## src/hbcg_pkg.sv

```systemverilog
// Constants and types for the H-bridge chopper gate control block
package hbcg_pkg;
  // ****************************************
  // Clock and oscillator timing
  // ****************************************
  localparam int CLK_PERIOD_NS    = 10;
  localparam int OSC_FREQ_KHZ     = 1600;
  localparam int CHOP_LAG_MAX_NS  = 1000;
  localparam int CHOP_LAG_CYCLES  = (CHOP_LAG_MAX_NS / CLK_PERIOD_NS < 1) ? 1 : CHOP_LAG_MAX_NS / CLK_PERIOD_NS;

  // ****************************************
  // Chopper divider
  // ****************************************
  localparam int        CHOP_DIV_W     = 4;
  localparam logic [3:0] CHOP_DIV_LAST = 4'hf;
  localparam logic [3:0] FAST_TICKS    = 4'h6;
  localparam logic [3:0] CHOP_HALF     = 4'h8;
  localparam logic [3:0] DIV_RESET     = 4'h0;

  // ****************************************
  // Overcurrent timing in oscillator periods
  // ****************************************
  localparam logic [3:0] OC_MASK_TICKS = 4'h4;
  localparam logic [3:0] OC_TRIP_TICK  = 4'h5;
  localparam logic [3:0] OC_MAX_TICKS  = 4'h8;

  // ****************************************
  // Gate patterns {hs1, hs2, ls1, ls2}
  // ****************************************
  localparam logic [3:0] GATES_OFF      = 4'h0;
  localparam logic [3:0] GATES_DIAG_A   = 4'h9;
  localparam logic [3:0] GATES_DIAG_B   = 4'h6;
  localparam logic [3:0] GATES_LOW_BOTH = 4'h3;

  typedef enum logic [1:0] {
    DECAY_SLOW,
    DECAY_FAST,
    DECAY_MIXED,
    DECAY_RSVD
  } hbcg_decay_e;

  typedef enum logic [1:0] {
    ST_OFF,
    ST_CHARGE,
    ST_SLOW,
    ST_FAST
  } hbcg_state_e;
endpackage

```

## src/hbcg_chop_if.sv

```systemverilog
// Interface carrying chopper timing from the timer to the gate controller
`timescale 1ns/100ps
interface hbcg_chop_if;
  logic osc_tick;
  logic chop_start;
  logic fast_window;
  logic chop_clk;

  modport src (output osc_tick, output chop_start, output fast_window, output chop_clk);
  modport snk (input osc_tick, input chop_start, input fast_window, input chop_clk);
endinterface

```

## src/hbcg_chop_timer.sv

```systemverilog
// Chopper timer: oscillator edge detect and divide-by-sixteen
`timescale 1ns/100ps
module hbcg_chop_timer (
  // Clock and reset
  input  wire logic  clk,
  input  wire logic  reset_n,
  input  wire logic  clk_en,
  // Oscillator and run control
  input  wire logic  osc_in,
  input  wire logic  run,
  // Timing out
  hbcg_chop_if.src   chop
);
  logic                                 osc_q_r;
  logic [hbcg_pkg::CHOP_DIV_W-1:0]      div_r;
  logic [hbcg_pkg::CHOP_DIV_W-1:0]      div_nxt;
  logic                                 chop_clk_r;
  logic                                 tick;
  logic                                 wrap;

  // ****************************************
  // Edge detect and divider
  // ****************************************
  // chop clock from rising slope
  assign tick    = osc_in & ~osc_q_r & run;
  assign wrap    = tick & (div_r == hbcg_pkg::CHOP_DIV_LAST);
  assign div_nxt = !run ? hbcg_pkg::DIV_RESET : (tick ? div_r + 4'h1 : div_r);

  always_ff @(posedge clk) begin
    if (!reset_n) begin
      osc_q_r    <= 1'b0;
      div_r      <= hbcg_pkg::DIV_RESET;
      chop_clk_r <= 1'b0;
    end else if (clk_en) begin
      osc_q_r    <= osc_in;
      div_r      <= div_nxt;
      chop_clk_r <= run & (div_nxt < hbcg_pkg::CHOP_HALF);
    end
  end

  assign chop.osc_tick    = tick;
  assign chop.chop_start  = wrap;
  assign chop.fast_window = div_r < hbcg_pkg::FAST_TICKS;
  assign chop.chop_clk    = chop_clk_r;
endmodule

```

## src/hbcg_top.sv

```systemverilog
// Gate control for one H-bridge of a constant-current PWM stepper driver
`timescale 1ns/100ps
module hbcg_top (
  // Clock and reset
  input  wire logic        clk,
  input  wire logic        reset_n,
  input  wire logic        clk_en,
  // Step controller
  input  wire logic        phase_dir,
  input  wire logic        bridge_enable,
  input  wire logic        standby,
  input  wire logic [1:0]  decay_sel,
  // Analog sense
  input  wire logic        chopper_rc_oscillator,
  input  wire logic        current_at_limit,
  input  wire logic        overcurrent_in,
  input  wire logic        thermal_in,
  // Gate drive
  output logic             high_side_first,
  output logic             high_side_second,
  output logic             low_side_first,
  output logic             low_side_second,
  // Status
  output logic             internal_chop_clock,
  output logic             overcurrent_shutdown,
  output logic             thermal_shutdown
);
  hbcg_chop_if             chop ();
  hbcg_pkg::hbcg_state_e   state_r;
  hbcg_pkg::hbcg_state_e   state_nxt;
  hbcg_pkg::hbcg_decay_e   decay_mode;
  hbcg_pkg::hbcg_state_e   decay_target;
  logic [3:0]              gates_r;
  logic [3:0]              oc_cnt_r;
  logic [3:0]              oc_cnt_nxt;
  logic                    oc_trip_r;
  logic                    th_trip_r;
  logic                    dir_r;
  logic                    stby_q_r;
  logic                    stby_rise;
  logic                    oc_fire;
  logic                    drive_ok;

  // ****************************************
  // Pattern lookup
  // ****************************************
  // legal pairs only
  function automatic logic [3:0] gate_pattern(hbcg_pkg::hbcg_state_e st, logic fwd);
    case (st)
      hbcg_pkg::ST_CHARGE: gate_pattern = fwd ? hbcg_pkg::GATES_DIAG_A : hbcg_pkg::GATES_DIAG_B;
      hbcg_pkg::ST_SLOW:   gate_pattern = hbcg_pkg::GATES_LOW_BOTH;
      hbcg_pkg::ST_FAST:   gate_pattern = fwd ? hbcg_pkg::GATES_DIAG_B : hbcg_pkg::GATES_DIAG_A;
      default:             gate_pattern = hbcg_pkg::GATES_OFF;
    endcase
  endfunction

  hbcg_chop_timer u_timer (
    .clk     (clk),
    .reset_n (reset_n),
    .clk_en  (clk_en),
    .osc_in  (chopper_rc_oscillator),
    .run     (standby),
    .chop    (chop.src)
  );

  // ****************************************
  // Protection
  // ****************************************
  assign stby_rise  = standby & ~stby_q_r;
  assign oc_cnt_nxt = !overcurrent_in ? 4'h0 :
                      ((chop.osc_tick && oc_cnt_r < hbcg_pkg::OC_TRIP_TICK) ? oc_cnt_r + 4'h1 : oc_cnt_r);
  // Fifth edge lands four to five periods after onset, inside the bound
  // trip on fifth tick
  assign oc_fire    = overcurrent_in & chop.osc_tick & (oc_cnt_r == hbcg_pkg::OC_TRIP_TICK - 4'h1);
  // Trips cut the gates on the very next edge, not one later
  // low enable stops the bridge; keeps it high in two-phase use
  assign drive_ok   = standby & bridge_enable & ~oc_trip_r & ~th_trip_r & ~oc_fire & ~thermal_in;

  always_ff @(posedge clk) begin
    if (!reset_n) begin
      oc_cnt_r  <= 4'h0;
      oc_trip_r <= 1'b0;
      th_trip_r <= 1'b0;
      stby_q_r  <= 1'b0;
    end else if (clk_en) begin
      oc_cnt_r  <= oc_cnt_nxt;
      stby_q_r  <= standby;
      // latch until standby rises, set wins
      oc_trip_r <= oc_fire | (oc_trip_r & ~stby_rise);
      // latch until standby rises, set wins
      th_trip_r <= thermal_in | (th_trip_r & ~stby_rise);
    end
  end

  // ****************************************
  // Chopper state machine
  // ****************************************
  assign decay_mode   = hbcg_pkg::hbcg_decay_e'(decay_sel);
  // mixed decay picks fast inside window
  assign decay_target = (decay_mode == hbcg_pkg::DECAY_FAST ||
                         (decay_mode == hbcg_pkg::DECAY_MIXED && chop.fast_window)) ?
                        hbcg_pkg::ST_FAST : hbcg_pkg::ST_SLOW;

  always_comb begin
    state_nxt = state_r;
    if (!drive_ok) begin
      state_nxt = hbcg_pkg::ST_OFF;
    end else begin
      case (state_r)
        hbcg_pkg::ST_OFF: begin
          state_nxt = hbcg_pkg::ST_CHARGE;
        end
        hbcg_pkg::ST_CHARGE: begin
          // Limit ignored on the start edge so a new period always charges
          if (current_at_limit && !chop.chop_start) begin
            state_nxt = decay_target;
          end
        end
        hbcg_pkg::ST_FAST: begin
          if (chop.chop_start) begin
            state_nxt = hbcg_pkg::ST_CHARGE;
          end else if (decay_mode == hbcg_pkg::DECAY_MIXED && !chop.fast_window) begin
            state_nxt = hbcg_pkg::ST_SLOW;
          end
        end
        hbcg_pkg::ST_SLOW: begin
          if (chop.chop_start) begin
            state_nxt = hbcg_pkg::ST_CHARGE;
          end
        end
        default: begin
          state_nxt = hbcg_pkg::ST_OFF;
        end
      endcase
    end
  end

  // Gates follow the next state so pattern and state never disagree
  always_ff @(posedge clk) begin
    if (!reset_n) begin
      state_r <= hbcg_pkg::ST_OFF;
      gates_r <= hbcg_pkg::GATES_OFF;
      dir_r   <= 1'b1;
    end else if (clk_en) begin
      state_r <= state_nxt;
      dir_r   <= phase_dir;
      gates_r <= gate_pattern(state_nxt, phase_dir);
    end
  end

  assign high_side_first      = gates_r[3];
  assign high_side_second     = gates_r[2];
  assign low_side_first       = gates_r[1];
  assign low_side_second      = gates_r[0];
  assign internal_chop_clock  = chop.chop_clk;
  assign overcurrent_shutdown = oc_trip_r;
  assign thermal_shutdown     = th_trip_r;
endmodule

```

## config.mk

```make
export PLATFORM = sky130hd
export DESIGN_NAME = hbcg_top
export DESIGN_NICKNAME = d
export VERILOG_FILES = /design/src/hbcg_pkg.sv /design/src/hbcg_chop_if.sv /design/src/hbcg_chop_timer.sv /design/src/hbcg_top.sv
export SDC_FILE = /design/constraint.sdc
export NUM_CORES = 1
export LEC_CHECK = 0
export BUFFER_PORTS_ARGS = -buffer_cell sky130_fd_sc_hd__buf_2
export CORE_MARGIN = 4
export CORE_UTILIZATION = 30
export DETAILED_ROUTE_END_ITERATION = 10
export GPL_TIMING_DRIVEN = 0
export PLACE_DENSITY = 0.54
export SLEW_MARGIN = 20
export SYNTH_ARGS = -nofsm -noshare
export SYNTH_HDL_FRONTEND = slang
export SYNTH_HIERARCHICAL = 1
export SYNTH_SLANG_ARGS = --single-unit
```

## constraint.sdc

```tcl
create_clock -name clk -period 2.81 [get_ports clk]
set_input_delay 0.4215 -clock clk [delete_from_list [all_inputs] [get_ports clk]]
set_output_delay 0.4215 -clock clk [all_outputs]
set_load 0.1 [all_outputs]
```

==> flow_metrics.tcl, run 1 <==
set metrics [dict create \
    cp_cell_sequence "nor2b_4 -> and2_2 -> and4_1 -> or3_1 -> o21ai_1 -> o21ai_0" \
    r2r-start "u_timer/osc_q_r" \
    grtUsageMet3 0.0374 \
    grt_pass1_wl_um 3670 \
    fin_area_um2 1190 \
    status "completed" \
    clock.fmax_mhz 619 \
    placed_area_um2 1160 \
    layout-drive-gt1-share 0.273 \
    synth_cell_types 42 \
    synthToLayoutAreaGrowth_pct 16.9 \
    num_vias 872 \
    grt_pass1_vias 850 \
    cp_max_fo 5 \
    path_buf_inv 0 \
    syn-cell-area_um2 1020 \
    io_pins 19 \
    clk_pin_slew_ns 0.12 \
    holdCritStartpoint "chopper_rc_oscillator" \
    drtIter0Drc 54 \
    worst-setup-path-type "reg2reg" \
    setup_tns_ns 0 \
    finalPower_mw 0.496 \
    final_common_cell "dfxtp_1" \
    grt_max_degree 15 \
    hold_viol 0 \
    clk_latency_ns 0.30 \
    clockBufferDepth 2 \
    synth.ff_latch_count 19 \
    r2r_setup_slack_ns 1.19 \
    critPathLaunchType "flop" \
    numCtsBuffers 3 \
    mostFrequentLayoutCells "dfxtp_1 (19), buf_2 (18), o21ai_0 (10)" \
    antenna_found_initial 0 \
    synthAdderAreaFrac 0.0368 \
    required_ns 3.01 \
    async_flop_share 0 \
    syn_inst 110 \
    core_um2 3150 \
    h-tree-depth 1 \
    tightest_slew_ns 0.488 \
    drc 0 \
    synth_seq_area_share 0.373 \
    hold-path-cell-count 3 \
    globalplace.congestion 0.765 \
    diodes 0 \
    crit_family "simple AND/OR/NAND/NOR gates" \
    yosys-top-cells-area "dfxtp_1 (37%), o21ai_0 (4.9%), ha_1 (3.7%)" \
    yosysTopAreaCell "dfxtp_1" \
    wl_per_cell_um 11.6 \
    fp-row-count 20 \
    root_buffer "clkbuf_4" \
    hold_path_class "in2reg" \
    synth_nets 125 \
    synth_compound_area_frac 0.232 \
    synth-edff-count 0 \
    fillers 342 \
    routed_wl_um 2050 \
    grt_overflow_total 0 \
    holdWs_ns 0.400 \
    synthFlopType "dfxtp_1" \
    met1_usage 0.125 \
    dpl.hpwl_um 1560 \
    peakVddDrop_mv 0.196 \
    relSlewSlack 0.677 \
    slowest_delay_ns 0.39 \
    drv_cap 0 \
    synth-xor-area-share 0.00859 \
    cts_setup_buffers 0 \
    rr_endpoint "gates_r[1]" \
    use_met2 0.183 \
    start_util 0.323 \
    avgSynthCellArea_um2 9.27 \
    vias_per_cell 4.95 \
    fin_worst_skew_ns 0.00362 \
    crit_arrival_ns 1.82 \
    numPortBuffers 18 \
    cp-end-kind "flop" \
    min_period_ns 1.62 \
    reg2reg_depth 6 \
    top_usage_layer "met2" \
    p_leak_nw 0.475 \
    ant_nets 0 \
    dieArea_um2 4400 \
    die_y_um 66.3 \
    hold_buffers 0 \
    netlist.area_leader.share 0.373 \
    synth_mux_area_frac 0.0196 \
    synth_top_family_by_area "simple AND/OR/NAND/NOR gates" \
    rsz0062_at_grt "no" \
    p_per_area_nw_per_um2 416 \
    cts.sinks 19 \
    cts_tree "built" \
    slew_viol_final 0 \
    hold_path_end "u_timer/osc_q_r" \
    dieWidth_um 66.3 \
    cts.repair.resized 0 \
    grt_usage 0.106 \
    finalSetupViolCount 0 \
    critical-path-slowest-cell "dfxtp_1" \
    fin_crit_sh 0.575 \
    ys.warnings.count 6 \
    first_pass_iters 4 \
    nets 148 \
    synth_simple_gate_area_share 0.304 \
]
## worst reg2reg max path: stages (launching register included)
cell and delay, ns:
dfxtp_1 0.39, nor2b_4 0.07, and2_2 0.20, and4_1 0.22
or3_1 0.36, o21ai_1 0.18, o21ai_0 0.10
## Yosys cell counts, types with 4 or more instances
cell type / count
a21boi_0: 4
nand2_1: 9
inv_1: 6
dfxtp_1: 19
o21ai_0: 10
## layer usage
metal  wire length [µm]  up-vias
met2                945       18
met4                 17        0
met3                113        2
li1                   -      449
met5                  0        -
met1                969      403
## cell families (layout without fill, tap and decap cells)
| logic type | Yosys count | count (layout) |
|---|---|---|
| adders and majority gates | 3 | 3 |
| muxes | 2 | 2 |
| AOI/OAI and AO/OA | 34 | 34 |
| xor gates and xnor gates | 1 | 1 |
| DFF | 19 | 19 |
| and+or+nand+nor | 44 | 44 |
| buffers and inverters | 7 | 29 |
## how the worst max path moves through the flow
| stage | cells past startpoint | to | slack (ns) | startpoint |
|---|---|---|---|---|
| 5_1_grt | 6 | gates_r[1] | 1.11 | u_timer/osc_q_r |
| 3_5_place_dp | 7 | gates_r[1] | 0.94 | chopper_rc_oscillator |
| 6_report | 6 | gates_r[1] | 1.19 | u_timer/osc_q_r |
| 2_1_floorplan | 4 | gates_r[2] | 1.06 | overcurrent_shutdown |
| 4_1_cts | 6 | gates_r[1] | 1.18 | u_timer/osc_q_r |
| 3_3_place_gp | 7 | gates_r[1] | 0.96 | chopper_rc_oscillator |
## cell type report
class,count,area (µm²),area share
plain buffers,1,3.75,0.00315
clock buffers,3,22.5,0.0189
clock inverters,1,5.00,0.00420
inverters,6,22.5,0.0189
multi-input cells,84,613,0.514
flip-flops and latches,19,380,0.319
well taps,44,55.1,0.0462
repair buffers,18,90.1,0.0756
## state kept, by name, indices dropped and copies added (netlist names)
signal,count
u_timer/div_r,4
u_timer/chop.chop_clk,1
overcurrent_shutdown,1
stby_q_r,1
thermal_shutdown,1
u_timer/osc_q_r,1
state_r,2
gates_r,4
oc_cnt_r,4
## per-stage QoR
step	util	worst slack, ns	instances
2_1_floorplan	-	1.06	110
3_3_place_gp	0.369	0.963	172
3_5_place_dp	0.369	0.943	172
4_1_cts	0.378	1.18	176
5_1_grt	0.378	1.11	176
6_report	0.378	1.19	176
## power breakdown
group	internal, mW	total, mW	switching [mW]
clock network	0.0530	0.143	0.0903
logic	0.0238	0.0733	0.0495
registers	0.275	0.280	0.00492
total	0.352	0.496	0.145
Power figures use the tool's default switching activity.
==> run 2, diff against run 1 <==
Settings changed: ABC_AREA set to 1, PLACE_DENSITY 0.54 to 0.56.
Clock period 2.81 ns to 1.35 ns, I/O delays scaled along.
==> run 2 against run 1 <==
  * Global-route usage up 2.4 points
  * The run now ends with setup timing left
  * Combinational power rose to 3.5 times the previous value
  * Design area increased by 20%
  * Sequential power is 110% higher
  * First-iteration DRC count down 57%
  * Clock power up 110%
==> flow_metrics.tcl, run 2 <==
set metrics [dict create \
    clk_latency_ns 0.30 \
    synth_simple_gate_area_share 0.319 \
    crit_arrival_ns 1.64 \
    min_period_ns 1.44 \
    grt_usage 0.130 \
    first_pass_iters 4 \
    antenna_found_initial 0 \
    slowest_delay_ns 0.33 \
    fin_ws_ns -0.0911 \
    clock.fmax_mhz 694 \
    cts.sinks 19 \
    drv_cap 0 \
    synth_mux_area_frac 0 \
    clk_pin_slew_ns 0.12 \
    synth-xor-area-share 0 \
    rr_endpoint "gates_r[0]" \
    grt_pass1_wl_um 4380 \
    peakVddDrop_mv 0.302 \
    seq_area_um2 394 \
    slew_viol_final 0 \
    synth_cell_types 24 \
    netlist.area_leader.share 0.378 \
    required_ns 1.55 \
    nets 199 \
    dpl.hpwl_um 1730 \
    crit_path_end "gates_r[0]" \
    reg2reg_depth 11 \
    r2r-start "u_timer/osc_q_r" \
    grt_max_degree 12 \
    layout-drive-gt1-share 0.437 \
    yosys-top-cells-area "dfxtp_1 (38%), nand2_1 (12%), inv_1 (8.2%)" \
    dieWidth_um 65.9 \
    fin_worst_skew_ns 0.00845 \
    multiInputGateArea_um2 613 \
    clockBufferDepth 2 \
    hold_viol 0 \
    final_common_cell "nand2_1" \
    drtIter0Drc 23 \
    p_leak_nw 0.657 \
    yosysTopAreaCell "dfxtp_1" \
    synth_compound_area_frac 0.165 \
    avgSynthCellArea_um2 7.09 \
    synth_most_common_cell "nand2_1" \
    dieArea_um2 4350 \
    synth_top_family_by_area "simple AND/OR/NAND/NOR gates" \
    root_buffer "clkbuf_4" \
    critical-path-slowest-cell "dfxtp_2" \
    routed_wl_um 2620 \
    synthAdderAreaFrac 0.0373 \
    finalSetupViolCount 5 \
    fillers 329 \
    die_y_um 65.9 \
    ant_nets 0 \
    grt_overflow_total 0 \
    r2r_setup_slack_ns -0.09 \
    synthToLayoutAreaGrowth_pct 42.6 \
    tightest_slew_ns 0.520 \
    status "finished with violations" \
    mostFrequentLayoutCells "nand2_1 (26), inv_1 (19), buf_2 (18), buf_4 (18), a21oi_1 (16)" \
    rsz0062_at_grt "yes" \
    detailedPlace.worstSlack_ns -0.171 \
    numCtsBuffers 3 \
    cts_tree "built" \
    violations "setup timing" \
    top_regs "gates_r: 4 flops, oc_cnt_r: 4 flops, u_timer/div_r: 4 flops" \
    globalplace.congestion 0.737 \
    ys.warnings.count 6 \
    cp-end-kind "flop" \
    num_vias 1044 \
    crit_family "simple AND/OR/NAND/NOR gates" \
    grt_pass1_vias 1073 \
    synth.ff_latch_count 19 \
    path_buf_inv 2 \
    core_um2 3130 \
    finalPower_mw 1.15 \
    fin_crit_sh 1.07 \
    start_util 0.322 \
    numPortBuffers 18 \
    p_per_area_nw_per_um2 797 \
    synth-edff-count 0 \
    async_flop_share 0 \
    path_depth 11 \
    wl_per_cell_um 11.5 \
    syn-cell-area_um2 1010 \
    h-tree-depth 1 \
    fp-row-count 20 \
    synthFlopType "dfxtp_1" \
    cp_max_fo 4 \
    diodes 0 \
    hold_path_class "in2reg" \
    critPathLaunchType "flop" \
    syn_inst 142 \
    relSlewSlack 0.650 \
    synth_common_cells "nand2_1 (31), inv_1 (22), dfxtp_1 (19)" \
    io_pins 19 \
    vias_per_cell 4.60 \
    synth_seq_area_share 0.378 \
    hold_buffers 0 \
    worst-setup-path-type "reg2reg" \
    synth_nets 157 \
    cp_cell_sequence "inv_2 -> nand3_4 -> inv_2 -> nand2_2 -> nor2_4 -> nand2_2 -> and2_4 -> nand3_1 -> nand3_1 -> nand2_1 -> a21oi_1" \
    crit_path_start "u_timer/osc_q_r" \
    drc 0 \
]
==> run 2: cell types whose count changed after synthesis, moves of 4 or more <==
| cell | previous run | this run |
|---|---|---|
| a21oi_1 | 3 | 16 |
| nand2_1 | 9 | 31 |
| a21boi_0 | 4 | 0 |
| nand3_1 | 3 | 13 |
| o21ai_0 | 10 | 3 |
| nor2_1 | 2 | 6 |
| inv_1 | 6 | 22 |
==> run 2: cells by family after synthesis <==
| logic type | Yosys count |
|---|---|
| AO/OA/AOI/OAI | 28 |
| adder cells (fa/ha/maj) | 3 |
| buffers and inverters | 25 |
| flip-flops | 19 |
| AND/OR/NAND/NOR | 67 |
==> run 2: per-layer routing <==
| layer | wire length, µm | global-route usage | vias up |
|---|---|---|---|
| li1 | - | - | 543 |
| met4 | 66 | 0.0685 | 0 |
| met3 | 156 | 0.0289 | 8 |
| met2 | 1400 | 0.244 | 24 |
| met1 | 992 | 0.133 | 469 |
| met5 | 0 | 0 | - |
==> run 2: tightest hold or removal path, stage by stage <==
cell     delay (ns)
buf_2          0.11
nand2_1        0.06
a21oi_1        0.05
==> run 2: worst min-delay path by stage <==
stage               cells past startpoint        from                to
global placement                        2    stby_q_r          stby_q_r
CTS                                     3  thermal_in  thermal_shutdown
floorplan                               2  thermal_in  thermal_shutdown
detailed placement                      2    stby_q_r          stby_q_r
global route                            3  thermal_in  thermal_shutdown
finish                                  3  thermal_in  thermal_shutdown
==> run 2: final cells by class <==
| class | instances | area share |
|---|---|---|
| clock inverter | 1 | 0.00348 |
| tap | 44 | 0.0383 |
| sequential | 19 | 0.274 |
| inverter | 24 | 0.0627 |
| multi-input combinational | 98 | 0.427 |
| clock buffer | 3 | 0.0157 |
| timing repair buffer | 37 | 0.171 |
| buffer | 1 | 0.00784 |
==> run 2: power by group <==
group	internal, mW	switching [mW]	total [mW]
registers	0.578	0.0112	0.589
logic	0.0914	0.165	0.256
clock network	0.110	0.190	0.300
==> run 2: timing repair <==
action | in CTS | in global routing
pin swaps | 13 | 7
setup endpoints to repair | 6 | 9
buffers inserted | 15 | 4
endpoints found under the hold margin | 0 | 0
resized for setup | 18 | 9
==> run 2: stage by stage <==
stage | instances | hold WS [ns] | utilization | TNS, ns | instance area, µm²
floorplan | 142 | 0.339 | - | 0 | 1020
global placement | 204 | 0.446 | 0.372 | -0.588 | 1160
detailed placement | 204 | 0.452 | 0.372 | -0.720 | 1160
CTS | 223 | 0.137 | 0.441 | -0.130 | 1380
global route | 227 | 0.127 | 0.459 | -1.02 | 1440
finish | 227 | 0.146 | 0.459 | -0.241 | 1440
==> run 3, diff against run 2 <==
Settings changed: SKIP_LAST_GASP set to 1.
==> run 3 against run 2 <==
  * The run still ends with setup timing left
  * Critical path depth did not move
  * Flip-flop and latch count did not move
  * Count of clock-buffer cells in the layout did not move
  * Largest cell class unchanged
==> flow_metrics.tcl, run 3 (same netlist as run 2, synthesis figures left out) <==
set metrics [dict create \
    drtIter0Drc 16 \
    routed_wl_um 2600 \
    layout-drive-gt1-share 0.418 \
    fillers 331 \
    core_um2 3130 \
    rr_endpoint "gates_r[0]" \
    cts_tree "built" \
    fp-row-count 20 \
    numPortBuffers 18 \
    mostFrequentLayoutCells "nand2_1 (27), inv_1 (20), buf_2 (18)" \
    top_regs "gates_r: 4 flops, oc_cnt_r: 4 flops, u_timer/div_r: 4 flops" \
    cp-end-kind "flop" \
    hold_path_class "in2reg" \
    required_ns 1.55 \
    dieWidth_um 65.9 \
    p_per_area_nw_per_um2 799 \
    relSlewSlack 0.644 \
    cts.sinks 19 \
    grt_max_degree 12 \
    hold_viol 0 \
    grt_pass1_vias 1060 \
    antenna_found_initial 0 \
    drc 0 \
    first_pass_iters 4 \
    fin_crit_sh 1.06 \
    violations "setup timing" \
    critical-path-slowest-cell "dfxtp_2" \
    clk_pin_slew_ns 0.12 \
    fin_ws_ns -0.0803 \
    worst-setup-path-type "reg2reg" \
    die_y_um 65.9 \
    fin_cells 226 \
    grt_usage 0.129 \
    grt_overflow_total 0 \
    final_common_cell "nand2_1" \
    synthToLayoutAreaGrowth_pct 41.2 \
    detailedPlace.worstSlack_ns -0.171 \
    min_period_ns 1.43 \
    ant_nets 0 \
    clockBufferDepth 2 \
    grt_pass1_wl_um 4330 \
    start_util 0.322 \
    slew_viol_final 0 \
    nets 198 \
    status "finished with violations" \
    slowest_delay_ns 0.33 \
    vias_per_cell 4.59 \
    io_pins 19 \
    tightest_slew_ns 0.528 \
    crit_path_end "gates_r[0]" \
    r2r-start "u_timer/osc_q_r" \
    diodes 0 \
    wl_per_cell_um 11.5 \
    reg2reg_depth 11 \
    clock.fmax_mhz 699 \
    r2r_setup_slack_ns -0.08 \
    drv_cap 0 \
    crit_path_start "u_timer/osc_q_r" \
    cp_max_fo 4 \
    dpl.hpwl_um 1730 \
    placedCellCount 204 \
    p_leak_nw 0.657 \
    num_vias 1038 \
    root_buffer "clkbuf_4" \
    dieArea_um2 4350 \
    clk_latency_ns 0.30 \
    h-tree-depth 1 \
    fin_worst_skew_ns 0.00771 \
    crit_arrival_ns 1.63 \
    finalSetupViolCount 6 \
    cp_cell_sequence "inv_2 -> nand3_4 -> inv_2 -> nand2_1 -> nor2_2 -> nand2_2 -> and2_4 -> nand3_1 -> nand3_1 -> nand2_1 -> a21oi_1" \
    critPathLaunchType "flop" \
    rsz0062_at_grt "yes" \
    peakVddDrop_mv 0.301 \
    numCtsBuffers 3 \
    globalplace.congestion 0.737 \
]
==> run 3: layout make-up <==
type / count / area (µm²) / area share
multi-input combinational: 98 / 603 / 0.424
sequential: 19 / 394 / 0.277
timing repair buffer: 36 / 241 / 0.170
inverter: 24 / 90.1 / 0.0633
tap: 44 / 55.1 / 0.0387
clock buffer: 3 / 22.5 / 0.0158
buffer: 1 / 11.3 / 0.00792
clock inverter: 1 / 5.00 / 0.00352
==> run 3: layer usage <==
metal | up-vias | part of all wire | global-route usage
li1 | 541 | - | -
met5 | - | 0 | 0
met2 | 18 | 0.53 | 0.238
met4 | 0 | 0.025 | 0.0685
met3 | 8 | 0.047 | 0.0289
met1 | 471 | 0.39 | 0.133
==> run 3: worst min path at each step <==
stage                    start               end  slack (ns)  depth (start not counted)
finish              thermal_in  thermal_shutdown        0.15                          3
detailed placement    stby_q_r          stby_q_r        0.45                          2
global route        thermal_in  thermal_shutdown        0.13                          3
CTS                 thermal_in  thermal_shutdown        0.14                          3
floorplan           thermal_in  thermal_shutdown        0.34                          2
global placement      stby_q_r          stby_q_r        0.45                          2
==> run 3: timing repair <==
action,4_1_cts,5_1_grt
hold buffers,0,0
setup buffers,15,3
gates resized for setup,16,8
pin swaps,13,15
endpoints found under the setup margin,6,9
==> run 3: worst max-delay path: cells and delay by family (launching register included) <==
family,cells,cell delay (ns)
buf+inv,2,0.16
flops,1,0.33
simple gates,8,0.80
compound gates,1,0.05
==> run 3: stage by stage <==
stage | area (µm²) | utilization | power [mW] | hold slack (ns) | TNS (ns)
2_1_floorplan | 1020 | - | 0.743 | 0.339 | 0
3_3_place_gp | 1160 | 0.372 | 0.795 | 0.446 | -0.588
3_5_place_dp | 1160 | 0.372 | 0.798 | 0.452 | -0.720
4_1_cts | 1370 | 0.438 | 1.14 | 0.137 | -0.156
5_1_grt | 1420 | 0.455 | 1.21 | 0.126 | -1.00
6_report | 1420 | 0.455 | 1.14 | 0.148 | -0.270
==> run 3: power breakdown <==
group	internal, mW	switching [mW]
clock	0.110	0.188
sequential	0.578	0.0111
combinational	0.0889	0.162
